$ cat config.mk
export PLATFORM = sky130hd
export DESIGN_NAME = dadc_device_flat
export DESIGN_NICKNAME = d
export VERILOG_FILES = /design/src/dadc_pkg.sv /design/src/dadc_link_if.sv /design/src/dadc_sync3.sv /design/src/dadc_device.sv /design/src/flat_wrapper.sv
export VERILOG_INCLUDE_DIRS = /design/src /design/src/src
export SDC_FILE = /design/constraint.sdc
export NUM_CORES = 1
export LEC_CHECK = 0
export ABC_AREA = 1
export BUFFER_PORTS_ARGS = -buffer_cell sky130_fd_sc_hd__buf_2
export CORE_ASPECT_RATIO = 0.7
export CORE_MARGIN = 3
export CORE_UTILIZATION = 25
export CTS_CLUSTER_DIAMETER = 100
export DETAILED_ROUTE_END_ITERATION = 8
export GPL_TIMING_DRIVEN = 0
export PLACE_DENSITY_LB_ADDON = 0.05
export SLEW_MARGIN = 20
export SYNTH_ARGS = -nofsm -noshare
export SYNTH_HDL_FRONTEND = slang
export SYNTH_SLANG_ARGS = --single-unit
$ cat constraint.sdc
create_clock -name clk -period 2.3 [get_ports clk]
set_clock_uncertainty 0.1 [all_clocks]
set_input_delay 0.46 -clock clk [delete_from_list [all_inputs] [get_ports clk]]
set_output_delay 0.46 -clock clk [all_outputs]
set_load 0.05 [all_outputs]
$ cat src/dadc_regs.svh
// Constants for the dual converter output control: timing, coding and host register map.
`ifndef DADC_REGS_SVH
`define DADC_REGS_SVH
`define DADC_CLK_MHZ 200
`define DADC_SCLK_MIN_MHZ 15
`define DADC_SCLK_MAX_MHZ 75
`define DADC_SCLK_MAX_PERIOD_CYC (`DADC_CLK_MHZ / `DADC_SCLK_MIN_MHZ)
`define DADC_SCLK_MIN_PERIOD_CYC ((`DADC_CLK_MHZ + `DADC_SCLK_MAX_MHZ - 1) / `DADC_SCLK_MAX_MHZ)
`define DADC_RECOVERY_US 500
`define DADC_RECOVERY_CYCLES (`DADC_RECOVERY_US * `DADC_CLK_MHZ)
`define DADC_CODE_BITS 11
`define DADC_LATENCY 4
`define DADC_SCLK_DIV 12
`define DADC_PERIOD_SAT 8'hFF
`define DADC_REG_CTRL 8'h00
`define DADC_REG_STATUS 8'h04
`define DADC_REG_DATA_A 8'h08
`define DADC_REG_DATA_B 8'h0C
`define DADC_REG_COUNT 8'h10
`define DADC_CTRL_RUN 0
`define DADC_CTRL_PD 1
`define DADC_CTRL_CODING 2
`define DADC_CTRL_REFSEL 3
`define DADC_CTRL_OE_A_N 4
`define DADC_CTRL_OE_B_N 5
`define DADC_CTRL_RESET 6'h33
`define DADC_STAT_READY 0
`define DADC_STAT_NEW_A 1
`define DADC_STAT_NEW_B 2
`endif

$ cat src/dadc_pkg.sv
// Types shared by both ends of the dual converter link.
`include "dadc_regs.svh"
package dadc_pkg;
  typedef logic [`DADC_CODE_BITS-1:0] dadc_code_t;

  typedef enum logic [1:0] {
    ST_POWER_DOWN = 2'b00,
    ST_RECOVER = 2'b01,
    ST_RUN = 2'b10
  } dadc_mode_t;

  // Offset binary and two's complement differ only in the top bit.
  function automatic dadc_code_t dadc_apply_coding(input dadc_code_t raw, input logic twos);
    dadc_apply_coding = raw ^ {twos, {(`DADC_CODE_BITS-1){1'b0}}};
  endfunction
endpackage

$ cat src/dadc_link_if.sv
// Pin-level link between the converter and its capture logic.
`timescale 1ns/100ps
interface dadc_link_if;
  logic sample_clk;
  logic chan_a_output_enable_n;
  logic chan_b_output_enable_n;
  logic power_down;
  logic coding_select;
  logic reference_source_select;
  dadc_pkg::dadc_code_t data_a;
  dadc_pkg::dadc_code_t data_b;
  logic data_a_oe;
  logic data_b_oe;
  dadc_pkg::dadc_code_t bus_a;
  dadc_pkg::dadc_code_t bus_b;
  logic bus_a_driven;
  logic bus_b_driven;

  // An undriven bus is seen as zero here; receivers must look at the driven flag.
  assign bus_a = data_a_oe ? data_a : '0;
  assign bus_b = data_b_oe ? data_b : '0;
  assign bus_a_driven = data_a_oe;
  assign bus_b_driven = data_b_oe;

  modport device (
    input sample_clk, chan_a_output_enable_n, chan_b_output_enable_n,
    input power_down, coding_select, reference_source_select,
    output data_a, data_b, data_a_oe, data_b_oe
  );

  modport host (
    output sample_clk, chan_a_output_enable_n, chan_b_output_enable_n,
    output power_down, coding_select, reference_source_select,
    input bus_a, bus_b, bus_a_driven, bus_b_driven
  );
endinterface

$ cat src/dadc_sync3.sv
// Three-stage synchroniser whose output follows once stages two and three agree.
`timescale 1ns/100ps
module dadc_sync3 (
  // Clock and reset
  input wire logic clk,
  input wire logic arst_n,
  // Signal
  input wire logic din,
  output logic dout
);
  logic s1_q;
  logic s2_q;
  logic s3_q;
  logic out_q;
  wire agree = (s2_q == s3_q);

  always_ff @(posedge clk or negedge arst_n) begin
    if (!arst_n) begin
      s1_q <= 1'b0;
      s2_q <= 1'b0;
      s3_q <= 1'b0;
      out_q <= 1'b0;
    end else begin
      s1_q <= din;
      s2_q <= s1_q;
      s3_q <= s2_q;
      if (agree) begin
        out_q <= s3_q;
      end
    end
  end

  assign dout = out_q;
endmodule

$ cat src/dadc_device.sv
// Converter end: sample pipeline, coding, power-down recovery and output drive.
// Notes on behaviour
// Partner supplies sample clock, 15 to 75 MHz.
// Stopped or slow clock degrades accuracy; flagged.
// Partner clock duty cycle near fifty percent.
// Active-low enable per channel floats its bus.
// Conversion continues whatever the enables show.
// Power-down high holds both channels idle.
// Power-down loses pipeline; outputs undefined meanwhile.
// Outputs inaccurate for 500 us after release.
// Coding select: low offset binary, high two's.
// Coding change corrupts a few words; ignore them.
// Reference select: low internal, high external pin.
// Two 11-bit buses, valid with enable, power-down low.
// Partner latches output words on falling edge.
// Formats differ by inverting the top bit.
// One word per sample clock, fixed latency.
`timescale 1ns/100ps
`include "dadc_regs.svh"
module dadc_device #(
  parameter int LATENCY = `DADC_LATENCY,
  parameter int RECOVERY_CYCLES = `DADC_RECOVERY_CYCLES,
  parameter int FORMAT_SETTLE = `DADC_LATENCY + 1
) (
  // Clock and reset
  input wire logic clk,
  input wire logic arst_n,
  // Link to the capture logic
  dadc_link_if.device link,
  // Converter front end, already quantised as offset binary
  input wire dadc_pkg::dadc_code_t analog_a,
  input wire dadc_pkg::dadc_code_t analog_b,
  // Status
  output logic clock_fault,
  output logic recovering,
  output logic format_settling,
  output logic ref_external
);

  ////////////////////////////////////////////////////////////////////////////
  // Sample clock arrives from the partner and is synchronised before use.

  logic sclk_s;
  logic sclk_prev_q;
  logic [7:0] period_q;
  logic [7:0] period_d;
  logic fault_q;
  logic fault_d;

  dadc_sync3 u_sclk_sync (
    .clk(clk),
    .arst_n(arst_n),
    .din(link.sample_clk),
    .dout(sclk_s)
  );

  wire sample_rise = sclk_s & ~sclk_prev_q;
  wire [7:0] period_now = period_q + 8'h01;
  wire too_fast = period_now < 8'(`DADC_SCLK_MIN_PERIOD_CYC);
  wire too_slow = period_now > 8'(`DADC_SCLK_MAX_PERIOD_CYC);
  wire stalled = period_q >= 8'(`DADC_SCLK_MAX_PERIOD_CYC);

  // A clock that stops leaves the stored charge decaying, so the flag rises without waiting for an edge.
  assign period_d = sample_rise ? 8'h00 : (period_q == `DADC_PERIOD_SAT) ? period_q : period_now;
  assign fault_d = sample_rise ? (too_fast | too_slow) : (fault_q | stalled);

  always_ff @(posedge clk or negedge arst_n) begin
    if (!arst_n) begin
      sclk_prev_q <= 1'b0;
      period_q <= `DADC_PERIOD_SAT;
      fault_q <= 1'b1;
    end else begin
      sclk_prev_q <= sclk_s;
      period_q <= period_d;
      fault_q <= fault_d;
    end
  end

  ////////////////////////////////////////////////////////////////////////////
  // Power mode: idle while power-down is high, then a recovery wait.

  dadc_pkg::dadc_mode_t mode_q;
  dadc_pkg::dadc_mode_t mode_d;
  logic [31:0] rec_q;
  logic [31:0] rec_d;

  wire rec_done = rec_q == 32'(RECOVERY_CYCLES - 1);

  always_comb begin
    mode_d = mode_q;
    case (mode_q)
      dadc_pkg::ST_POWER_DOWN: begin
        if (!link.power_down) begin
          mode_d = dadc_pkg::ST_RECOVER;
        end
      end
      dadc_pkg::ST_RECOVER: begin
        if (link.power_down) begin
          mode_d = dadc_pkg::ST_POWER_DOWN;
        end else if (rec_done) begin
          mode_d = dadc_pkg::ST_RUN;
        end
      end
      dadc_pkg::ST_RUN: begin
        if (link.power_down) begin
          mode_d = dadc_pkg::ST_POWER_DOWN;
        end
      end
      default: begin
        mode_d = dadc_pkg::ST_POWER_DOWN;
      end
    endcase
  end

  assign rec_d = (mode_q == dadc_pkg::ST_RECOVER && !rec_done) ? rec_q + 32'h1 : 32'h0;

  always_ff @(posedge clk or negedge arst_n) begin
    if (!arst_n) begin
      mode_q <= dadc_pkg::ST_POWER_DOWN;
      rec_q <= 32'h0;
    end else begin
      mode_q <= mode_d;
      rec_q <= rec_d;
    end
  end

  wire powered = mode_q != dadc_pkg::ST_POWER_DOWN;

  ////////////////////////////////////////////////////////////////////////////
  // Conversion pipeline. Coding is applied on entry, so a coding change
  // reaches the pins only after the pipeline has flushed.

  dadc_pkg::dadc_code_t pipe_a_q [0:LATENCY-1];
  dadc_pkg::dadc_code_t pipe_b_q [0:LATENCY-1];

  wire dadc_pkg::dadc_code_t coded_a = dadc_pkg::dadc_apply_coding(analog_a, link.coding_select);
  wire dadc_pkg::dadc_code_t coded_b = dadc_pkg::dadc_apply_coding(analog_b, link.coding_select);

  // The enables take no part here: conversion runs on whether or not the pins drive.
  always_ff @(posedge clk or negedge arst_n) begin
    if (!arst_n) begin
      for (int i = 0; i < LATENCY; i++) begin
        pipe_a_q[i] <= '0;
        pipe_b_q[i] <= '0;
      end
    end else if (!powered) begin
      for (int i = 0; i < LATENCY; i++) begin
        pipe_a_q[i] <= '0;
        pipe_b_q[i] <= '0;
      end
    end else if (sample_rise) begin
      pipe_a_q[0] <= coded_a;
      pipe_b_q[0] <= coded_b;
      for (int i = 1; i < LATENCY; i++) begin
        pipe_a_q[i] <= pipe_a_q[i-1];
        pipe_b_q[i] <= pipe_b_q[i-1];
      end
    end
  end

  ////////////////////////////////////////////////////////////////////////////
  // Coding change watch: words already in flight carry the old coding.

  logic coding_prev_q;
  logic [7:0] settle_q;
  logic [7:0] settle_d;

  wire coding_changed = link.coding_select != coding_prev_q;

  assign settle_d = coding_changed ? 8'(FORMAT_SETTLE) :
                    (sample_rise && settle_q != 8'h00) ? settle_q - 8'h01 : settle_q;

  always_ff @(posedge clk or negedge arst_n) begin
    if (!arst_n) begin
      coding_prev_q <= 1'b0;
      settle_q <= 8'h00;
    end else begin
      coding_prev_q <= link.coding_select;
      settle_q <= settle_d;
    end
  end

  ////////////////////////////////////////////////////////////////////////////
  // Reference source. The analog scaling lives outside this block; only the
  // selection is tracked so the front end model can follow it.

  logic ref_q;

  always_ff @(posedge clk or negedge arst_n) begin
    if (!arst_n) begin
      ref_q <= 1'b0;
    end else begin
      ref_q <= link.reference_source_select;
    end
  end

  ////////////////////////////////////////////////////////////////////////////
  // Pins and status.

  assign link.data_a = pipe_a_q[LATENCY-1];
  assign link.data_b = pipe_b_q[LATENCY-1];
  assign link.data_a_oe = ~link.chan_a_output_enable_n;
  assign link.data_b_oe = ~link.chan_b_output_enable_n;

  assign clock_fault = fault_q;
  assign recovering = mode_q == dadc_pkg::ST_RECOVER;
  assign format_settling = settle_q != 8'h00;
  assign ref_external = ref_q;

endmodule

$ cat src/flat_wrapper.sv
// flat-port wrapper written by rule: the top's interface ports become plain ports
module dadc_device_flat 
#(
  parameter int LATENCY = `DADC_LATENCY,
  parameter int RECOVERY_CYCLES = `DADC_RECOVERY_CYCLES,
  parameter int FORMAT_SETTLE = `DADC_LATENCY + 1
)
  (clk, arst_n, analog_a, analog_b, clock_fault, recovering, format_settling, ref_external, link_sample_clk, link_chan_a_output_enable_n, link_chan_b_output_enable_n, link_power_down, link_coding_select, link_reference_source_select, link_data_a, link_data_b, link_data_a_oe, link_data_b_oe);
  dadc_link_if link_i ();
  input wire logic clk;
  input wire logic arst_n;
  input wire dadc_pkg::dadc_code_t analog_a;
  input wire dadc_pkg::dadc_code_t analog_b;
  output logic clock_fault;
  output logic recovering;
  output logic format_settling;
  output logic ref_external;
  input wire logic [$bits(link_i.sample_clk)-1:0] link_sample_clk;
  input wire logic [$bits(link_i.chan_a_output_enable_n)-1:0] link_chan_a_output_enable_n;
  input wire logic [$bits(link_i.chan_b_output_enable_n)-1:0] link_chan_b_output_enable_n;
  input wire logic [$bits(link_i.power_down)-1:0] link_power_down;
  input wire logic [$bits(link_i.coding_select)-1:0] link_coding_select;
  input wire logic [$bits(link_i.reference_source_select)-1:0] link_reference_source_select;
  output wire logic [$bits(link_i.data_a)-1:0] link_data_a;
  output wire logic [$bits(link_i.data_b)-1:0] link_data_b;
  output wire logic [$bits(link_i.data_a_oe)-1:0] link_data_a_oe;
  output wire logic [$bits(link_i.data_b_oe)-1:0] link_data_b_oe;
  assign link_i.sample_clk = link_sample_clk;
  assign link_i.chan_a_output_enable_n = link_chan_a_output_enable_n;
  assign link_i.chan_b_output_enable_n = link_chan_b_output_enable_n;
  assign link_i.power_down = link_power_down;
  assign link_i.coding_select = link_coding_select;
  assign link_i.reference_source_select = link_reference_source_select;
  assign link_data_a = link_i.data_a;
  assign link_data_b = link_i.data_b;
  assign link_data_a_oe = link_i.data_a_oe;
  assign link_data_b_oe = link_i.data_b_oe;
  dadc_device #(.LATENCY(LATENCY), .RECOVERY_CYCLES(RECOVERY_CYCLES), .FORMAT_SETTLE(FORMAT_SETTLE)) u_core (.clk(clk), .arst_n(arst_n), .link(link_i), .analog_a(analog_a), .analog_b(analog_b), .clock_fault(clock_fault), .recovering(recovering), .format_settling(format_settling), .ref_external(ref_external));
endmodule
==> impl_table.tex <==
\begin{tabular}{lr}
\hline
Metric & Value \\
\hline
\multicolumn{2}{l}{\textbf{Run status}} \\
\quad Status & finished, final reports clean \\
\multicolumn{2}{l}{\textbf{Critical path}} \\
\quad Required time reported for the critical path endpoint & 1740 ps \\
\quad Reg2Reg Setup Slack & 450 ps \\
\quad Maximum fanout along the worst path & 3 \\
\quad Origin of the critical flop-to-flop path & u\_core.period\_q[1] \\
\quad Reg2Reg Depth & 5 \\
\quad Endpoint of the worst register-to-register path & u\_core.period\_q[0] \\
\quad Startpoint type of the worst setup path & flip-flop \\
\quad Worst setup EP type & output port \\
\quad Critical Setup Path Class & reg -> out \\
\quad Arrival time of the worst setup path & between 1500 and 2000 ps \\
\multicolumn{2}{l}{\textbf{Drt}} \\
\quad Post-detailed-route count of antenna-violating nets & 0 \\
\quad Post-Route WL & around 19 mm \\
\quad Via-to-Cell Ratio & 4.23 \\
\quad First-iteration detailed-routing DRC count & around 320 \\
\quad Count of TritonRoute iterations in the first routing pass & 5 \\
\quad Average detailed-routed wire length per instance & 14.9 um \\
\quad \# DRC & 0 \\
\quad Routed vias & 5,441 \\
\multicolumn{2}{l}{\textbf{STA}} \\
\quad Least setup slack across all paths after layout & 123 ps \\
\quad Worst slew slack as a fraction of its limit & 53.4\% \\
\quad Share of the cycle needed by the critical path after routing & $\sim$95\% \\
\quad Min Hold Slack & 41.5 ps \\
\quad Final critical delay including setup and external delays & 2180 ps \\
\quad Worst-margin pin slew & around 700 ps \\
\quad Max Freq & 459 MHz \\
\quad Endpoints failing hold & 0 \\
\quad Number of pins exceeding their max-slew limit in the final report & 0 \\
\quad Unrepaired setup endpoints after global routing & false \\
\quad Setup violation total in the final timing report & 0 \\
\multicolumn{2}{l}{\textbf{Clock network}} \\
\quad Cell at the root of the clock tree & clkbuf\_16 \\
\quad Number of buffers on the longest clock path & 2 \\
\quad Setup Fix Bufs, Post-CTS & 0 \\
\quad Number of clock buffers inserted by TritonCTS & 17 \\
\quad H-tree depth & 4 \\
\quad Skew-Pair Late Insertion Delay & 430 ps \\
\quad Clock sink count & 146 \\
\quad CTS tree & built \\
\quad Clock slew at the register clock pins of the worst setup and hold paths & 60 ps \\
\multicolumn{2}{l}{\textbf{Floorplan}} \\
\quad Row cnt & 50 \\
\quad Die width & slightly above 200 um \\
\quad Area of the core & 0.0272 mm\^{}2 \\
\quad Starting Density & 25.9\% \\
\quad Full die area & 0.0303 mm\^{}2 \\
\quad Die Y-Extent & 146 um \\
\quad Number of primary I/O pins & 58 \\
\multicolumn{2}{l}{\textbf{Logic synthesis}} \\
\quad Netlist Area Pre-Place & 0.00704 mm\^{}2 \\
\quad Synth Register Bits & 146 \\
\quad Average instance area after synthesis & 8.48 um\^{}2 \\
\quad Post-synthesis cell count & a little over 800 \\
\quad Part of the Yosys area used for sequential elements & between 50\% and 60\% \\
\quad Most numerous cell types in the synthesized netlist & 139 x nand2\_1, 137 x dfrtp\_1, 129 x inv\_1, 98 x nor2\_1, 78 x nand3\_1 \\
\quad Largest area contributor in the netlist & dfrtp\_1 \\
\quad Share of flip-flops with an asynchronous set or reset after synthesis & 100\% \\
\quad Number of warnings reported in the yosys synthesis log & 0 \\
\quad Cells taking the most area after synthesis & dfrtp\_1 49\%, nand2\_1 7.4\%, inv\_1 6.9\%, nand3\_1 5.5\%, nor2\_1 5.2\% \\
\quad Number of flops mapped to enable cells by yosys & 0 \\
\quad Area share of the largest cell type after synthesis & about half \\
\quad Unique cell type count in the Yosys netlist & 31 \\
\quad Leading cell type by number of instances after synthesis & nand2\_1 \\
\quad Post-Syn Nets & 869 \\
\quad Main flop type after synthesis & dfrtp\_1 \\
\multicolumn{2}{l}{\textbf{Pwr}} \\
\quad Switching Fraction & 34.6\% \\
\quad Share of total power in combinational logic & 24.4\% \\
\quad Net Sw Power & 0.00262 W \\
\quad Internal cell power & 0.00494 W \\
\quad Max VDD drop & 0.525 mV \\
\quad Lkg Pwr & 3.74 nW \\
\quad Fraction of power consumed by sequential logic & 40.1\% \\
\quad Post-layout total power & 0.00756 W \\
\quad Ratio of total power to cell area & approximately 900 mW/mm\^{}2 \\
\quad Clock Power Share & 35.4\% \\
\multicolumn{2}{l}{\textbf{Final layout}} \\
\quad Proportion of layout cells with a drive suffix above 1 & 18.8\% \\
\quad Number of filler cells placed in the layout & 2,936 \\
\quad N\_diodes & 0 \\
\quad Area of the multi-input gates & 0.00255 mm\^{}2 \\
\quad Net count of the finished layout & 947 \\
\quad Area growth syn-to-layout & 19.2\% \\
\quad Area occupied by registers & 0.00366 mm\^{}2 \\
\multicolumn{2}{l}{\textbf{Place}} \\
\quad Placer's final routability congestion estimate & 0.823 \\
\quad Quantity of I/O buffers inserted on ports & between 50 and 60 \\
\quad DP Worst Slack & 459 ps \\
\quad Post-detail-place hpwl & 14.0 mm \\
\multicolumn{2}{l}{\textbf{GRT}} \\
\quad Wire length of the first global-routing pass & 31.6 mm \\
\quad Largest net degree at the start of global routing & about 80 \\
\quad Via count of the first global-routing pass & 5,490 \\
\quad Global-route usage over all layers & between 10\% and 20\% \\
\quad Antenna violations before repair & 0 \\
\quad Remaining global-route overflow & 0 \\
\multicolumn{2}{l}{\textbf{Min path}} \\
\quad Depth of the worst hold-timing path & 1 \\
\quad Hold Path Class & in -> reg \\
\quad Worst hold path endpoint & u\_core.u\_sclk\_sync.s1\_q \\
\quad Worst min-delay path startpoint & link\_sample\_clk \\
\multicolumn{2}{l}{\textbf{Job}} \\
\quad Number of max-capacitance violations reported & 0 \\
\hline
\end{tabular}
==> routing by layer <==
metal	wire length [um]	track usage, %	vias up
li1	-	-	2783
met1	10900	22.3	2568
met2	7330	17.7	76
met3	758	2.72	14
met4	158	2.64	0
met5	0	0	-
==> cells by family after synthesis <==
family,Yosys count,share of synthesized area (%)
AO/OA/AOI/OAI,115,9.02
XOR/XNOR,19,2.36
adder cells (fa/ha/maj),9,1.56
buffers and inverters,180,11.9
flip-flops,146,52.0
AND/OR/NAND/NOR,362,23.1
==> registers in the layout (all words and copies together) (netlist names) <==
name	flops
u_core.ref_external	1
u_core.coding_prev_q	1
u_core.u_sclk_sync.s3_q	1
u_core.settle_q	8
u_core.period_q	8
u_core.pipe_a_q	33
u_core.clock_fault	1
u_core.mode_q	2
u_core.u_sclk_sync.dout	1
u_core.rec_q	32
u_core.sclk_prev_q	1
u_core.u_sclk_sync.s1_q	1
u_core.pipe_b_q	33
u_core.link.data_b	11
u_core.u_sclk_sync.s2_q	1
u_core.link.data_a	11
==> layout by cell type, fill, tap and decap left out, types with 5 or more instances in the layout <==
master,count
nand3_1,78
xor2_1,11
nand4_1,7
clkbuf_1,9
nand2_2,10
clkbuf_16,17
buf_2,62
inv_1,129
buf_4,30
dfstp_2,9
nor3_1,5
nor2_4,10
o21ai_0,60
xnor2_1,8
ha_1,7
nand2_1,139
dfrtp_1,137
nor2_1,98
buf_6,6
nor2_2,8
o22ai_1,46
==> power by group through the flow <==
stage          logic, W  clock network [W]  registers, W
4_1_cts         0.00187            0.00276       0.00303
2_1_floorplan   0.00123                  0       0.00307
3_5_place_dp    0.00187                  0       0.00308
3_3_place_gp    0.00188                  0       0.00308
5_1_grt         0.00211            0.00290       0.00307
6_report        0.00185            0.00268       0.00303
==> per-stage QoR <==
step / TNS (ps) / std cells / instance area, um^2 / utilization [%]
2_1_floorplan: 0 / 831 / 7040 / -
3_3_place_gp: -254740 / 1252 / 7780 / 28.6
3_5_place_dp: 0 / 1253 / 7820 / 28.7
4_1_cts: 0 / 1285 / 8380 / 30.8
5_1_grt: 0 / 1285 / 8390 / 30.8
6_report: 0 / 1285 / 8390 / 30.8
==> worst max-delay path by stage <==
stage / start / cells past startpoint / endpoint
detailed placement: u_core.period_q[0] / 5 / u_core.period_q[0]
finish: u_core.settle_q[0] / 6 / format_settling
global route: u_core.settle_q[0] / 6 / format_settling
floorplan: u_core.settle_q[0] / 10 / u_core.settle_q[2]
global placement: arst_n / 1 / u_core.pipe_b_q[26]
CTS: u_core.settle_q[0] / 6 / format_settling
==> worst max-delay path: stages (launching register included) <==
cell,delay [ps]
dfrtp_1,390
inv_1,90
ha_2,210
inv_1,70
nor2_4,130
nand3_2,100
buf_4,200
==> cell type report <==
type,instances,area share [%]
buffer,50,4.17
clock buffer,19,5.28
clock inverter,12,1.31
inverter,130,5.81
multi-input combinational,505,30.3
sequential,146,43.7
tap,364,5.43
timing repair buffer,59,3.99
==> what timing repair did <==
action                                 in CTS  in global routing
hold buffers                                1                  0
endpoints found under the hold margin      57                  0
setup endpoints to repair                   0                  1
resized for setup                           0                  4
(Power assumes the default switching activity.)
